## src/rmc_pkg.sv

```systemverilog
// Package for the MAC control and status block: offsets, fields, resets.
// Assumes a 32-bit AHB-Lite register bus on a 10 MHz core clock.
`default_nettype none
package rmc_pkg;
   // ==========================================================
   // Register byte offsets
   localparam logic [7:0] OFF_TPAFC   = 8'h48;
   localparam logic [7:0] OFF_RXBLEN  = 8'h4c;
   localparam logic [7:0] OFF_MACCTL  = 8'h50;
   localparam logic [7:0] OFF_EVSTAT  = 8'h54;
   localparam logic [7:0] OFF_TESTMD  = 8'h58;
   localparam logic [7:0] OFF_FEATURE = 8'h44;
   // ==========================================================
   // Reset values
   localparam logic [31:0] RST_TPAFC  = 32'h000000f1;
   localparam logic [31:0] RST_RXBLEN = 32'h00000640;
   localparam logic [31:0] RST_MACCTL = 32'h00000000;
   // Writable masks, soft reset keep mask and event flag count
   localparam logic [31:0] MSK_TPAFC  = 32'h3fffffff;
   localparam logic [31:0] MSK_RXBLEN = 32'h00003fff;
   localparam logic [31:0] MSK_MACCTL = 32'h800ff7ff;
   localparam logic [31:0] MSK_TESTMD = 32'h00180000;
   localparam logic [31:0] MSK_KEEP   = 32'h00080240;
   localparam int          EV_BITS    = 12;
   // ==========================================================
   // Capacity codes and limits
   localparam logic [2:0]  CAP_MAX    = 3'h4;
   localparam logic [2:0]  REAL_TXCAP = 3'h2;
   localparam logic [2:0]  REAL_RXCAP = 3'h2;
   localparam logic [15:0] LEN_STD    = 16'h05ee;
   localparam logic [15:0] LEN_STDTAG = 16'h05f2;
   localparam logic [15:0] LEN_JMB    = 16'h2400;
   localparam logic [15:0] LEN_JMBTAG = 16'h2404;
   localparam logic [15:0] LEN_MIN    = 16'h0040;
   localparam logic [15:0] LEN_RUNTLO = 16'h000a;
   localparam int          UNIT_SHIFT = 6;
   // ==========================================================
   // Soft reset time
   localparam int CLK_HZ        = 10000000;
   localparam int SRST_CYCLES   = 175;
   localparam logic [7:0] SRST_CNT = 8'(SRST_CYCLES);
   // Ring selection states
   typedef enum logic [1:0] {
      RMC_RING_REG = 2'b00,
      RMC_RING_URG = 2'b01
   } rmc_ring_t;
   // Control fields decoded from registers
   typedef struct packed {
      logic       gigabit;
      logic       speed100;
      logic       dropBadFcs;
      logic       acceptBroadcast;
      logic       acceptAllGroup;
      logic       acceptHashedGroup;
      logic       promiscuousAccept;
      logic       oversizeLimitSelect;
      logic       acceptShort;
      logic       appendFcs;
      logic       fullDuplex;
      logic       receiveDuringSend;
      logic       loopback;
      logic       urgentRingEnable;
      logic       stripTagEnable;
      logic       receiverEnable;
      logic       transmitterEnable;
      logic       receiveDmaEnable;
      logic       transmitDmaEnable;
   } rmc_ctl_t;
endpackage
`default_nettype wire
```

## src/rmc_mac_ctl.sv

```systemverilog
// MAC control and status block: register file, thresholds, ring choice,
// frame policy checks and event flags.
// Assumes one AHB-Lite master on core_clk; datapath events arrive on core_clk.
//
// Local design decision: the AHB-Lite interface to the registers.
`default_nettype none
// Overview of operation
// - TX capacity code bits 29:27, 0..4 give 2K..32K, 5..7 reserved.
// - RX capacity code bits 26:24, same encoding.
// - Start send at threshold times 64 bytes or one whole frame queued.
// - Zero send threshold waits for a whole frame.
// - Receive DMA starts at threshold or whole frame; zero waits.
// - Serve urgent ring while frames remain and its count is below quota or no regular frame waits.
// - Quota of zero behaves like quota of one.
// - Switch to urgent ring on frame end, regular quota, or none left.
// - Control bit 31 holds soft reset 175 cycles, then self-clears.
// - Bit 19 speed; bits 19, 9, 6 survive soft reset.
// - Oversize limit 9216/9220 with jumbo, else 1518/1522.
// - Short accept keeps frames under 64 bytes but at least 10.
// - Filter: broadcast, all group, hashed group, promiscuous bits.
// - Bit 8 full duplex; bit 7 receive while sending in half.
// - Bit 10 appends FCS; bit 4 strips VLAN tag.
// - Bits 3..0 MAC and DMA enables; bit 5 urgent ring enable.
// - Status bits 11..0 set on events, cleared by writing one.
// - Test bits 20 and 19 put poll and irq timers in test mode.
// - Feature register shows real capacities at 5:3 and 2:0.
module rmc_mac_ctl (
   input  wire logic                core_clk,      // System clock
   input  wire logic                srst,          // Sync reset, high
   input  wire logic                clkEn,         // Freezes state when low
   input  wire logic                hsel,          // AHB select
   input  wire logic [31:0]         haddr,         // AHB address
   input  wire logic [1:0]          htrans,        // AHB transfer type
   input  wire logic                hwrite,        // AHB write
   input  wire logic [2:0]          hsize,         // AHB size
   input  wire logic [31:0]         hwdata,        // AHB write data
   input  wire logic                hready,        // AHB bus ready
   output logic      [31:0]         hrdata,        // AHB read data
   output logic                     hreadyout,     // AHB slave ready
   output logic                     hresp,         // AHB response
   input  wire logic [rmc_pkg::EV_BITS-1:0] evPulse, // Datapath event strobes
   input  wire logic [15:0]         txQueuedBytes, // Bytes queued for send
   input  wire logic                txFrameQueued, // Whole frame queued
   input  wire logic [15:0]         rxBufBytes,    // Bytes buffered received
   input  wire logic                rxFrameBuffered, // Whole frame buffered
   input  wire logic                urgentPending, // Urgent ring has frames
   input  wire logic                regularPending, // Regular ring has frames
   input  wire logic                frameMoved,    // DMA finished a frame
   input  wire logic [15:0]         rxFrameLen,    // Length of checked frame
   input  wire logic                rxTagged,      // Checked frame has VLAN
   input  wire logic                rxBroadcast,   // Destination broadcast
   input  wire logic                rxGroup,       // Destination multicast
   input  wire logic                rxHashHit,     // Hash filter matched
   input  wire logic                rxUnicastHit,  // Own address matched
   input  wire logic                sending,       // Transmit in progress
   output logic                     sendStart,     // Permit send to network
   output logic                     drainStart,    // Permit RX DMA move
   output logic                     urgentSelect,  // Serve urgent ring
   output logic                     rxTooLong,     // Frame flagged oversize
   output logic                     rxLengthKeep,  // Frame length acceptable
   output logic                     rxAddrAccept,  // Address filter passes
   output logic                     rxAllowed,     // Reception permitted
   output logic                     macInReset,    // Soft reset active
   output rmc_pkg::rmc_ctl_t        ctl,           // Decoded control bits
   output logic      [2:0]          txCapCode,     // TX capacity code
   output logic      [2:0]          rxCapCode,     // RX capacity code
   output logic      [13:0]         rxDescBufLen,  // RX buffer length
   output logic                     pollTimerTest, // Poll timer test mode
   output logic                     irqTimerTest   // Irq timer test mode
);
   localparam int EV_W = rmc_pkg::EV_BITS;

   // ==========================================================
   // Bus address phase capture
   logic        wrPend_reg;
   logic        rdPend_reg;
   logic [7:0]  addrPend_reg;
   logic        phaseOk;
   assign phaseOk = hsel && hready && htrans[1];
   always_ff @(posedge core_clk) begin
      if (srst) begin
         wrPend_reg   <= 1'b0;
         rdPend_reg   <= 1'b0;
         addrPend_reg <= 8'h00;
      end else if (clkEn) begin
         wrPend_reg   <= phaseOk && hwrite;
         rdPend_reg   <= phaseOk && !hwrite;
         if (phaseOk) begin
            addrPend_reg <= haddr[7:0];
         end
      end
   end
   assign hreadyout = 1'b1;  // Zero wait states
   assign hresp     = 1'b0;  // Always OKAY

   function automatic logic hit(input logic [7:0] a, input logic [7:0] o);
      hit = (a[7:2] == o[7:2]);
   endfunction

   logic wrTpafc;
   logic wrRxblen;
   logic wrMacctl;
   logic wrEvstat;
   logic wrTestmd;
   assign wrTpafc  = wrPend_reg && hit(addrPend_reg, rmc_pkg::OFF_TPAFC);
   assign wrRxblen = wrPend_reg && hit(addrPend_reg, rmc_pkg::OFF_RXBLEN);
   assign wrMacctl = wrPend_reg && hit(addrPend_reg, rmc_pkg::OFF_MACCTL);
   assign wrEvstat = wrPend_reg && hit(addrPend_reg, rmc_pkg::OFF_EVSTAT);
   assign wrTestmd = wrPend_reg && hit(addrPend_reg, rmc_pkg::OFF_TESTMD);

   // ==========================================================
   // Soft reset counter
   logic [7:0] srstCnt_reg;
   logic       softRst;
   assign softRst = (srstCnt_reg != 8'h00);
   always_ff @(posedge core_clk) begin
      if (srst) begin
         srstCnt_reg <= 8'h00;
      end else if (clkEn) begin
         if (softRst) begin
            srstCnt_reg <= srstCnt_reg - 8'h01;
         end else if (wrMacctl && hwdata[31]) begin
            srstCnt_reg <= rmc_pkg::SRST_CNT;
         end
      end
   end
   assign macInReset = softRst;

   // ==========================================================
   // Configuration registers
   logic [31:0] tpafc_reg;
   logic [31:0] rxblen_reg;
   logic [31:0] macctl_reg;
   logic [31:0] testmd_reg;
   always_ff @(posedge core_clk) begin
      if (srst) begin
         tpafc_reg  <= rmc_pkg::RST_TPAFC;
         rxblen_reg <= rmc_pkg::RST_RXBLEN;
      end else if (clkEn) begin
         if (softRst) begin
            tpafc_reg  <= rmc_pkg::RST_TPAFC;
            rxblen_reg <= rmc_pkg::RST_RXBLEN;
         end else begin
            if (wrTpafc) begin
               tpafc_reg <= hwdata & rmc_pkg::MSK_TPAFC;
            end
            if (wrRxblen) begin
               rxblen_reg <= hwdata & rmc_pkg::MSK_RXBLEN;
            end
         end
      end
   end

   // Control register; speed, gigabit and loopback survive soft reset
   always_ff @(posedge core_clk) begin
      if (srst) begin
         macctl_reg <= rmc_pkg::RST_MACCTL;
      end else if (clkEn) begin
         if (softRst) begin
            macctl_reg <= macctl_reg & rmc_pkg::MSK_KEEP;
         end else if (wrMacctl) begin
            macctl_reg <= hwdata & rmc_pkg::MSK_MACCTL;
         end
      end
   end
   // Test register
   always_ff @(posedge core_clk) begin
      if (srst) begin
         testmd_reg <= 32'h00000000;
      end else if (clkEn && !softRst && wrTestmd) begin
         testmd_reg <= hwdata & rmc_pkg::MSK_TESTMD;
      end
   end
   assign pollTimerTest = testmd_reg[20];
   assign irqTimerTest  = testmd_reg[19];

   // Decoded control fields
   always_comb begin
      ctl.gigabit             = macctl_reg[9];
      ctl.speed100            = macctl_reg[19];
      ctl.dropBadFcs          = macctl_reg[18];
      ctl.acceptBroadcast     = macctl_reg[17];
      ctl.acceptAllGroup      = macctl_reg[16];
      ctl.acceptHashedGroup   = macctl_reg[15];
      ctl.promiscuousAccept   = macctl_reg[14];
      ctl.oversizeLimitSelect = macctl_reg[13];
      ctl.acceptShort         = macctl_reg[12];
      ctl.appendFcs           = macctl_reg[10];
      ctl.fullDuplex          = macctl_reg[8];
      ctl.receiveDuringSend   = macctl_reg[7];
      ctl.loopback            = macctl_reg[6];
      ctl.urgentRingEnable    = macctl_reg[5];
      ctl.stripTagEnable      = macctl_reg[4];
      ctl.receiverEnable      = macctl_reg[3] && !softRst;
      ctl.transmitterEnable   = macctl_reg[2] && !softRst;
      ctl.receiveDmaEnable    = macctl_reg[1] && !softRst;
      ctl.transmitDmaEnable   = macctl_reg[0] && !softRst;
   end
   assign txCapCode    = tpafc_reg[29:27];
   assign rxCapCode    = tpafc_reg[26:24];
   assign rxDescBufLen = rxblen_reg[13:0];

   // ==========================================================
   // Early thresholds
   logic [15:0] sendThr;
   logic [15:0] drainThr;
   assign sendThr  = {2'b00, tpafc_reg[23:16], 6'h00};
   assign drainThr = {2'b00, tpafc_reg[15:8], 6'h00};
   always_comb begin
      sendStart = ctl.transmitterEnable && (txFrameQueued ||
                  (tpafc_reg[23:16] != 8'h00 &&
                   txQueuedBytes >= sendThr));
      drainStart = ctl.receiveDmaEnable && (rxFrameBuffered ||
                   (tpafc_reg[15:8] != 8'h00 &&
                    rxBufBytes >= drainThr));
   end

   // ==========================================================
   // Ring arbitration
   logic [3:0] urgQuota;
   logic [3:0] regQuota;
   assign urgQuota = (tpafc_reg[7:4] == 4'h0) ? 4'h1 : tpafc_reg[7:4];
   assign regQuota = (tpafc_reg[3:0] == 4'h0) ? 4'h1 : tpafc_reg[3:0];
   rmc_pkg::rmc_ring_t ring_reg;
   rmc_pkg::rmc_ring_t ring_next;
   logic [3:0] urgCnt_reg;
   logic [3:0] regCnt_reg;
   logic       urgOk;
   assign urgOk = ctl.urgentRingEnable && urgentPending;
   always_comb begin
      ring_next = ring_reg;
      case (ring_reg)
         rmc_pkg::RMC_RING_URG: begin
            if (!urgOk || (urgCnt_reg >= urgQuota && regularPending)) begin
               ring_next = rmc_pkg::RMC_RING_REG;
            end
         end
         default: begin
            if (urgOk && (!regularPending ||
                (frameMoved && urgCnt_reg < urgQuota) ||
                regCnt_reg >= regQuota)) begin
               ring_next = rmc_pkg::RMC_RING_URG;
            end
         end
      endcase
   end
   always_ff @(posedge core_clk) begin
      if (srst) begin
         ring_reg   <= rmc_pkg::RMC_RING_REG;
         urgCnt_reg <= 4'h0;
         regCnt_reg <= 4'h0;
      end else if (clkEn) begin
         if (softRst || !ctl.transmitDmaEnable) begin
            ring_reg   <= rmc_pkg::RMC_RING_REG;
            urgCnt_reg <= 4'h0;
            regCnt_reg <= 4'h0;
         end else begin
            ring_reg <= ring_next;
            if (ring_next != ring_reg) begin
               urgCnt_reg <= 4'h0;
               regCnt_reg <= 4'h0;
            end else if (frameMoved && ring_reg == rmc_pkg::RMC_RING_URG) begin
               urgCnt_reg <= (urgCnt_reg == 4'hf) ? urgCnt_reg
                             : urgCnt_reg + 4'h1;
            end else if (frameMoved) begin
               regCnt_reg <= (regCnt_reg == 4'hf) ? regCnt_reg
                             : regCnt_reg + 4'h1;
            end
         end
      end
   end
   assign urgentSelect = (ring_reg == rmc_pkg::RMC_RING_URG);

   // ==========================================================
   // Frame length and address policy
   logic [15:0] longLimit;
   always_comb begin
      if (ctl.oversizeLimitSelect) begin
         longLimit = rxTagged ? rmc_pkg::LEN_JMBTAG : rmc_pkg::LEN_JMB;
      end else begin
         longLimit = rxTagged ? rmc_pkg::LEN_STDTAG : rmc_pkg::LEN_STD;
      end
      rxTooLong    = rxFrameLen > longLimit;
      rxLengthKeep = !rxTooLong && ((rxFrameLen >= rmc_pkg::LEN_MIN) ||
                     (ctl.acceptShort &&
                      rxFrameLen >= rmc_pkg::LEN_RUNTLO));
      rxAddrAccept = ctl.promiscuousAccept ||
                     (rxBroadcast && ctl.acceptBroadcast) ||
                     (!rxBroadcast && rxGroup &&
                      (ctl.acceptAllGroup ||
                       (ctl.acceptHashedGroup && rxHashHit))) ||
                     (!rxGroup && !rxBroadcast && rxUnicastHit);
      rxAllowed = ctl.receiverEnable && (ctl.fullDuplex ||
                  !sending || ctl.receiveDuringSend);
   end

   // ==========================================================
   // Event flags, set wins over write-one clear
   logic [EV_W-1:0] ev_reg;
   genvar gi;
   generate
      for (gi = 0; gi < EV_W; gi++) begin : g_ev
         always_ff @(posedge core_clk) begin
            if (srst) begin
               ev_reg[gi] <= 1'b0;
            end else if (clkEn) begin
               if (evPulse[gi]) begin
                  ev_reg[gi] <= 1'b1;
               end else if (wrEvstat && hwdata[gi]) begin
                  ev_reg[gi] <= 1'b0;
               end
            end
         end
      end
   endgenerate

   // ==========================================================
   // Read data, if/else decode
   always_ff @(posedge core_clk) begin
      if (srst) begin
         hrdata <= 32'h00000000;
      end else if (clkEn) begin
         if (phaseOk && !hwrite) begin
            if (hit(haddr[7:0], rmc_pkg::OFF_TPAFC)) begin
               hrdata <= tpafc_reg;
            end else if (hit(haddr[7:0], rmc_pkg::OFF_RXBLEN)) begin
               hrdata <= rxblen_reg;
            end else if (hit(haddr[7:0], rmc_pkg::OFF_MACCTL)) begin
               hrdata <= {softRst, macctl_reg[30:0]};
            end else if (hit(haddr[7:0], rmc_pkg::OFF_EVSTAT)) begin
               hrdata <= {20'h00000, ev_reg};
            end else if (hit(haddr[7:0], rmc_pkg::OFF_TESTMD)) begin
               hrdata <= testmd_reg;
            end else if (hit(haddr[7:0], rmc_pkg::OFF_FEATURE)) begin
               hrdata <= {26'h0000000, rmc_pkg::REAL_TXCAP,
                          rmc_pkg::REAL_RXCAP};
            end else begin
               hrdata <= 32'h00000000;
            end
         end
      end
   end

   // ==========================================================
   // Checks
   AST_SRST_LEN: assert property (@(posedge core_clk) disable iff (srst)
      ($rose(softRst) && clkEn) ##1 clkEn[*7] |-> softRst)
      else $error("soft reset ended early");
   AST_SRST_START: assert property (@(posedge core_clk) disable iff (srst)
      clkEn && wrMacctl && hwdata[31] && !softRst |=> softRst)
      else $error("soft reset did not start");
   AST_KEEP_SPEED: assert property (@(posedge core_clk) disable iff (srst)
      softRst && clkEn |=> $stable(macctl_reg[19]))
      else $error("speed bit lost in soft reset");
   AST_FLAG_HOLD: assert property (@(posedge core_clk) disable iff (srst)
      clkEn && evPulse[8] |=> ev_reg[8])
      else $error("event flag lost");
   AST_FLAG_CLR: assert property (@(posedge core_clk) disable iff (srst)
      clkEn && wrEvstat && hwdata[0] && !evPulse[0] |=> !ev_reg[0])
      else $error("flag not cleared");
   AST_SEND_ZERO: assert property (@(posedge core_clk) disable iff (srst)
      tpafc_reg[23:16] == 8'h00 && !txFrameQueued |-> !sendStart)
      else $error("send started without whole frame");
   AST_DRAIN: assert property (@(posedge core_clk) disable iff (srst)
      ctl.receiveDmaEnable && rxFrameBuffered |-> drainStart)
      else $error("drain not started");
   AST_LONG: assert property (@(posedge core_clk) disable iff (srst)
      !ctl.oversizeLimitSelect && !rxTagged && rxFrameLen == 16'h05ef
      |-> rxTooLong)
      else $error("oversize missed");
   AST_RUNT: assert property (@(posedge core_clk) disable iff (srst)
      rxFrameLen < 16'h000a |-> !rxLengthKeep)
      else $error("tiny frame kept");
   AST_URG_ONLY: assert property (@(posedge core_clk) disable iff (srst)
      clkEn && ctl.transmitDmaEnable && urgOk && !regularPending
      |=> urgentSelect)
      else $error("urgent ring not served");
   COV_SRST: cover property (@(posedge core_clk) $fell(softRst));
   COV_URG: cover property (@(posedge core_clk) $rose(urgentSelect));
   COV_CLR_SET: cover property (@(posedge core_clk)
      wrEvstat && hwdata[8] && evPulse[8]);
endmodule
`default_nettype wire

```

## config.mk

```make
export PLATFORM = sky130hd
export DESIGN_NAME = rmc_mac_ctl
export DESIGN_NICKNAME = d
export VERILOG_FILES = /design/src/rmc_pkg.sv /design/src/rmc_mac_ctl.sv
export SDC_FILE = /design/constraint.sdc
export NUM_CORES = 1
export LEC_CHECK = 0
export ABC_AREA = 0
export BUFFER_PORTS_ARGS = -buffer_cell sky130_fd_sc_hd__buf_4
export CAP_MARGIN = 20
export CORE_AREA = 2 2 107 130
export CTS_BUF_LIST = sky130_fd_sc_hd__clkbuf_4 sky130_fd_sc_hd__clkbuf_8
export CTS_CLUSTER_DIAMETER = 50
export DETAILED_ROUTE_END_ITERATION = 16
export DIE_AREA = 0 0 109 132
export PLACE_DENSITY = 0.87
export SLEW_MARGIN = 20
export SYNTH_ARGS = -nofsm -noshare
export SYNTH_HDL_FRONTEND = slang
export SYNTH_SLANG_ARGS = --single-unit
```

## constraint.sdc

```tcl
create_clock -name core_clk -period 2.89 [get_ports core_clk]
set_input_delay 0.289 -clock core_clk [delete_from_list [all_inputs] [get_ports core_clk]]
set_output_delay 0.289 -clock core_clk [all_outputs]
set_load 0.03 [all_outputs]
```

==> impl_metrics.json, run 1 <==
{
  "synth_ff_type": "dfxtp_1",
  "diodes": 0,
  "cp-endpoint": "sendStart",
  "synth_compound_area_share_pct": 21.9,
  "power_density_mw_per_mm2": 556,
  "wl_per_cell_um": 18.0,
  "syn-num-nets": 992,
  "synthAdderAreaFrac_pct": 6.94,
  "fp.dieW_um": 109,
  "die_h_um": 132,
  "hpwl_um": 14600,
  "die-area_mm2": 0.0144,
  "start_util_pct": 52.4,
  "synth-simple-area-share_pct": 20.5,
  "peakVddDrop_v": 0.000417,
  "hold_violations": 0,
  "total_power_mw": 4.89,
  "synth.distinct_cells": 68,
  "viasPerCell": 5.94,
  "synthToLayoutAreaGrowth_pct": 28.3,
  "cts_hold_buf": 0,
  "synthCells": 808,
  "setup_viol": 0,
  "first_iter_violations": 508,
  "cts_buffers": 17,
  "skew_ps": 13.2,
  "grt_max_degree": 64,
  "synth_seq_cells": 134,
  "holdCritPathClass": "in -> reg",
  "core_mm2": 0.0131,
  "cts.clk_slew.worst_paths_ps": 80,
  "layout-drive-gt1-share_pct": 30.1,
  "final_nets": 1153,
  "grt_first_pass_wirelength_um": 32400,
  "max_freq_ghz": 0.346,
  "rsz0062_at_grt": "yes",
  "cp_max_fo": 2,
  "cp-end-kind": "output pin",
  "synth_top_family_by_area": "compound AO/OA/AOI/OAI gates",
  "design.portCount": 229,
  "ant_nets": 0,
  "root_buffer": "clkbuf_8",
  "clock_path_buffers": 2,
  "yosysTopAreaCell": "dfxtp_1",
  "start_kind": "register",
  "period_share_pct": 99.9,
  "ys_seq_area_share_pct": 39.2,
  "synth.top_cell.area_share_pct": 39.2,
  "fin_ws_ps": 2.38,
  "min-delay-start": "hwdata[29]",
  "num_rows": 46,
  "synth-async-reset-ratio_pct": 0,
  "timing.rr.end": "urgCnt_reg[2]",
  "worstPathRequired_ps": 2600,
  "tritoncts": "done",
  "place.gp.congestion": 0.873,
  "final_cell_mix": "buf_4 (212), dfxtp_1 (132), nor2_1 (98)",
  "drc": 0,
  "antenna_found_initial": 0,
  "drv_cap": 0,
  "largest_reg_flops": 32,
  "clk_latency_ps": 440,
  "post-route-min-period_ps": 2890,
  "htreeDepth": 4,
  "dp_slack_ps": 366,
  "syn_area_mm2": 0.00685,
  "synth_xor_area_share_pct": 0.640,
  "postLayoutCellArea_mm2": 0.00878,
  "grtUsageTotal_pct": 28.6,
  "tightest_slew_ps": 695,
  "whs_ps": 73.9,
  "cp.arrival_ps": 2600,
  "status": "finished, final reports clean",
  "placed_area_mm2": 0.00827,
  "muxShareOfSynthArea_pct": 2.61,
  "vias": 6826,
  "cp-startpoint": "tpafc_reg[16]",
  "grt_pass1_vias": 6531,
  "ys_warn_count": 0,
  "wirelength_um": 20700,
  "ff2ff_setup_slack_ps": 550,
  "p_leak_nw": 3.62,
  "crit_type": "reg -> out",
  "slew_violations": 0,
  "layout_commonest_cell": "buf_4",
  "synth_area_leaders": "dfxtp_1 (39%), ha_1 (6.9%), a22oi_1 (6.6%)",
  "synth-edff-count": 0,
  "rr_startpoint": "srstCnt_reg[3]",
  "max-slew-margin-rel_pct": 53.6,
  "gr-total-overflow": 0,
  "numClockSinks": 134,
  "dr.pass1.iters": 5,
  "io_buffers": 195,
  "rr_worst_depth": 7,
  "syn_area_per_cell_um2": 8.48
}
==> routing by layer <==
layer  part of all wire (%)  vias to the layer above  track usage [%]
met5                      0                        -                0
met4                    4.0                        0             15.2
met3                    7.6                       58             7.07
met2                     50                      338             47.4
met1                     39                     3228             33.4
li1                       -                     3202                -
==> power by group <==
part | switching [mW] | total [mW] | internal [mW]
Clock | 0.767 | 1.80 | 1.03
Sequential | 0.0514 | 1.96 | 1.91
Combinational | 0.709 | 1.13 | 0.420
==> worst min-delay path by stage <==
stage               cells after the start               to  slack, ps
detailed placement                      2       hrdata[29]        450
global route                            3    tpafc_reg[24]         50
floorplan                               2     tpafc_reg[6]        400
finish                                  3    tpafc_reg[29]         70
global placement                        2  addrPend_reg[7]        440
CTS                                     3    tpafc_reg[24]         50
==> what timing repair did <==
| item | CTS | global route |
|---|---|---|
| setup buffers | 0 | 1 |
| gates resized for setup | 4 | 8 |
| setup endpoints to repair | 2 | 3 |
| pin swaps | 2 | 6 |
==> synth_stat cells (6+ instances only) <==
| master | number |
|---|---|
| dfxtp_1 | 134 |
| nor2_1 | 99 |
| nand2_1 | 78 |
| a22oi_1 | 60 |
| a21oi_1 | 49 |
| ha_1 | 38 |
| inv_1 | 38 |
| clkbuf_1 | 35 |
| buf_4 | 29 |
| nand3_1 | 26 |
| nor3_1 | 22 |
| o21ai_0 | 22 |
| a221oi_1 | 13 |
| nand4_1 | 11 |
| mux2i_1 | 10 |
| a22oi_2 | 9 |
| nor2_2 | 9 |
| a211o_1 | 7 |
| and3_1 | 7 |
| mux2_2 | 7 |
| and2_1 | 6 |
| nor4_1 | 6 |
| o211ai_1 | 6 |
==> per-stage QoR <==
step | TNS [ps] | instances | utilization (%)
after detailed placement | 0 | 1117 | 63.3
after floorplan | 0 | 808 | -
after global routing | -123 | 1150 | 67.2
after global placement | 0 | 1117 | 63.3
after CTS | -6.51 | 1149 | 66.9
final | 0 | 1150 | 67.2
==> logic make-up after synthesis <==
logic type               after synthesis
multiplexers                          17
buffers and inverters                111
XOR/XNOR                               5
adder cells (fa/ha/maj)               38
flip-flops                           134
AND/OR/NAND/NOR                      296
other                                  2
AO/OA/AOI/OAI                        205
==> worst max-delay path: stages (launching register included) <==
cell       delay [ps]
dfxtp_4           360
ha_4              240
or4b_4            450
o41ai_2           280
a21oi_1           100
or3_1             310
o2111ai_1          90
and3_1            190
buf_6             130
==> layout make-up <==
cell class / count / area, um^2
clock buffer: 17 / 234
clock inverter: 15 / 226
fill: 1036 / 4280
inverter: 39 / 149
multi-input combinational: 563 / 3650
sequential: 134 / 2690
tap: 168 / 210
timing repair buffer: 214 / 1620
(Power assumes the default switching activity.)
==> inputs of run 2 (changes only) <==
--- a/config.mk
+++ b/config.mk
@@ -8,11 +8,11 @@
 export ABC_AREA = 0
 export BUFFER_PORTS_ARGS = -buffer_cell sky130_fd_sc_hd__buf_4
 export CAP_MARGIN = 20
-export CORE_AREA = 2 2 107 130
+export CORE_AREA = 2 2 135 104
 export CTS_BUF_LIST = sky130_fd_sc_hd__clkbuf_4 sky130_fd_sc_hd__clkbuf_8
 export CTS_CLUSTER_DIAMETER = 50
 export DETAILED_ROUTE_END_ITERATION = 16
-export DIE_AREA = 0 0 109 132
+export DIE_AREA = 0 0 137 106
 export PLACE_DENSITY = 0.87
 export SLEW_MARGIN = 20
 export SYNTH_ARGS = -nofsm -noshare
==> run 2 against run 1 <==
The run now ends with negative setup slack left. Non-clock buffer count up 2. Final cell count up 0.70%. Clock power down 8%. Worst hold slack worse by 7.9 ps. First-iteration DRC count up 19%. Via count about the same. Critical path depth unchanged. Clock skew down 3.4 ps. Design area down 0.14%. Sequential power about the same. Critical path type unchanged. Largest cell class unchanged. Highest routed layer unchanged.
==> impl_metrics.json, run 2 (synthesis gave the netlist of run 1 again) <==
{
  "htreeDepth": 4,
  "cp-startpoint": "tpafc_reg[16]",
  "vias": 6831,
  "drc": 0,
  "cp_slowest_cell": "or4b_4",
  "peakVddDrop_v": 0.000390,
  "grt_max_degree": 51,
  "crit_type": "reg -> out",
  "total_power_mw": 4.76,
  "period_share_pct": 102,
  "post-route-min-period_ps": 2940,
  "cts_buffers": 17,
  "power_density_mw_per_mm2": 542,
  "grt_first_pass_wirelength_um": 33200,
  "max-slew-margin-rel_pct": 53.1,
  "fin_ws_ps": -46.6,
  "critical-path-top-delay-family": "simple AND/OR/NAND/NOR gates",
  "design.portCount": 229,
  "dp_slack_ps": 219,
  "root_buffer": "clkbuf_8",
  "slew_violations": 0,
  "cpPeakStageDelay_ps": 460,
  "max_freq_ghz": 0.341,
  "diodes": 0,
  "final_nets": 1155,
  "cts.clk_slew.worst_paths_ps": 80,
  "fin_util_pct": 65.8,
  "regArea_mm2": 0.00269,
  "clk_latency_ps": 450,
  "layout_commonest_cell": "buf_4",
  "grt_pass1_vias": 6501,
  "violations": "negative setup slack",
  "first_iter_violations": 605,
  "stdcell_count": 1158,
  "drv_cap": 0,
  "cp_max_fo": 2,
  "tritoncts": "done",
  "crit_chain": "ha_4 > or4b_4 > o41ai_4 > a21oi_2 > or3_1 > o2111ai_1 > and3_1 > buf_6",
  "synthToLayoutAreaGrowth_pct": 28.1,
  "ant_nets": 0,
  "p_leak_nw": 3.61,
  "core_mm2": 0.0133,
  "rr_startpoint": "srstCnt_reg[3]",
  "worstPathRequired_ps": 2600,
  "start_kind": "register",
  "place.gp.congestion": 0.879,
  "num_rows": 37,
  "start_util_pct": 51.4,
  "whs_ps": 66.0,
  "cp-end-kind": "output pin",
  "wirelength_um": 21500,
  "final_cell_mix": "buf_4 (215), dfxtp_1 (132), nor2_1 (98)",
  "clock_path_buffers": 2,
  "dpl.cell_count": 1125,
  "multi_input_area_mm2": 0.00367,
  "io_buffers": 195,
  "largest_reg_flops": 32,
  "setup_viol": 1,
  "die-area_mm2": 0.0145,
  "wl_per_cell_um": 18.6,
  "holdCritPathClass": "in -> reg",
  "gr-total-overflow": 0,
  "path_buf_inv": 1,
  "dr.pass1.iters": 6,
  "cp.arrival_ps": 2650,
  "hpwl_um": 15400,
  "skew_ps": 9.84,
  "layout-drive-gt1-share_pct": 30.3,
  "fillers": 1090,
  "min-delay-start": "hwdata[28]",
  "tightest_slew_ps": 702,
  "fp.dieW_um": 137,
  "hold_violations": 0,
  "status": "complete, but fails checks",
  "die_h_um": 106,
  "antenna_found_initial": 1,
  "rsz0062_at_grt": "yes",
  "numClockSinks": 134,
  "viasPerCell": 5.90,
  "grtUsageTotal_pct": 29.4
}
## run 2: changes by cell type in the layout (fill, tap and decap cells not counted)
cell / before / now
clkinvlp_4: 3 / 2
buf_4: 212 / 215
o41ai_4: 0 / 1
clkinv_4: 3 / 1
clkbuf_8: 17 / 20
a21oi_2: 2 / 3
buf_12: 1 / 0
a21oi_1: 48 / 47
bufinv_16: 5 / 3
o41ai_2: 1 / 0
clkinv_2: 2 / 3
## run 2: timing repair
| action | in CTS | in global routing |
|---|---|---|
| hold buffers | 0 | 0 |
| buffers inserted | 1 | 1 |
| endpoints found under the hold margin | 0 | 0 |
| endpoints found under the setup margin | 3 | 3 |
| gates resized for setup | 10 | 4 |
| pin swaps | 6 | 4 |
## run 2: layout make-up
cell class | instances | share of cell area [%]
Sequential cell | 134 | 30.6
Tap cell | 175 | 2.50
Multi-Input combinational cell | 563 | 41.8
Inverter | 39 | 1.70
Clock inverter | 11 | 1.67
Timing Repair Buffer | 216 | 18.5
Clock buffer | 20 | 3.14
## run 2: worst paths after layout
path	depth (start not counted)	end	slack, ps
max	8	sendStart	-50
min	3	tpafc_reg[28]	70
max reg2reg	7	urgCnt_reg[2]	500
min reg2reg	2	hrdata[5]	460
## run 2: power breakdown
part	internal (mW)	switching (mW)	total, mW
logic	0.400	0.732	1.13
registers	1.91	0.0520	1.96
clock network	0.919	0.746	1.66
total	3.23	1.53	4.76
## run 2: metrics by stage
stage	area, um^2	setup TNS, ps
final	8770	-46.6
after global routing	8770	-187
after CTS	8740	-108
after global placement	8270	0
after detailed placement	8270	0
after floorplan	6850	0
## run 2: worst register-to-register path: cells and delay by family, from the launching register on
family / cells / cell delay, ps
AND/OR/NAND/NOR: 3 / 870
buffers and inverters: 1 / 210
AO/OA/AOI/OAI: 3 / 850
flip-flops: 1 / 350
## run 2: metal layers
| metal | part of all wire, % | vias up | GRT usage (%) |
|---|---|---|---|
| met2 | 45 | 384 | 46.7 |
| met4 | 2.0 | 0 | 8.76 |
| met3 | 13 | 49 | 11.2 |
| met1 | 40 | 3195 | 37.1 |
| li1 | - | 3203 | - |
| met5 | 0 | - | 0 |
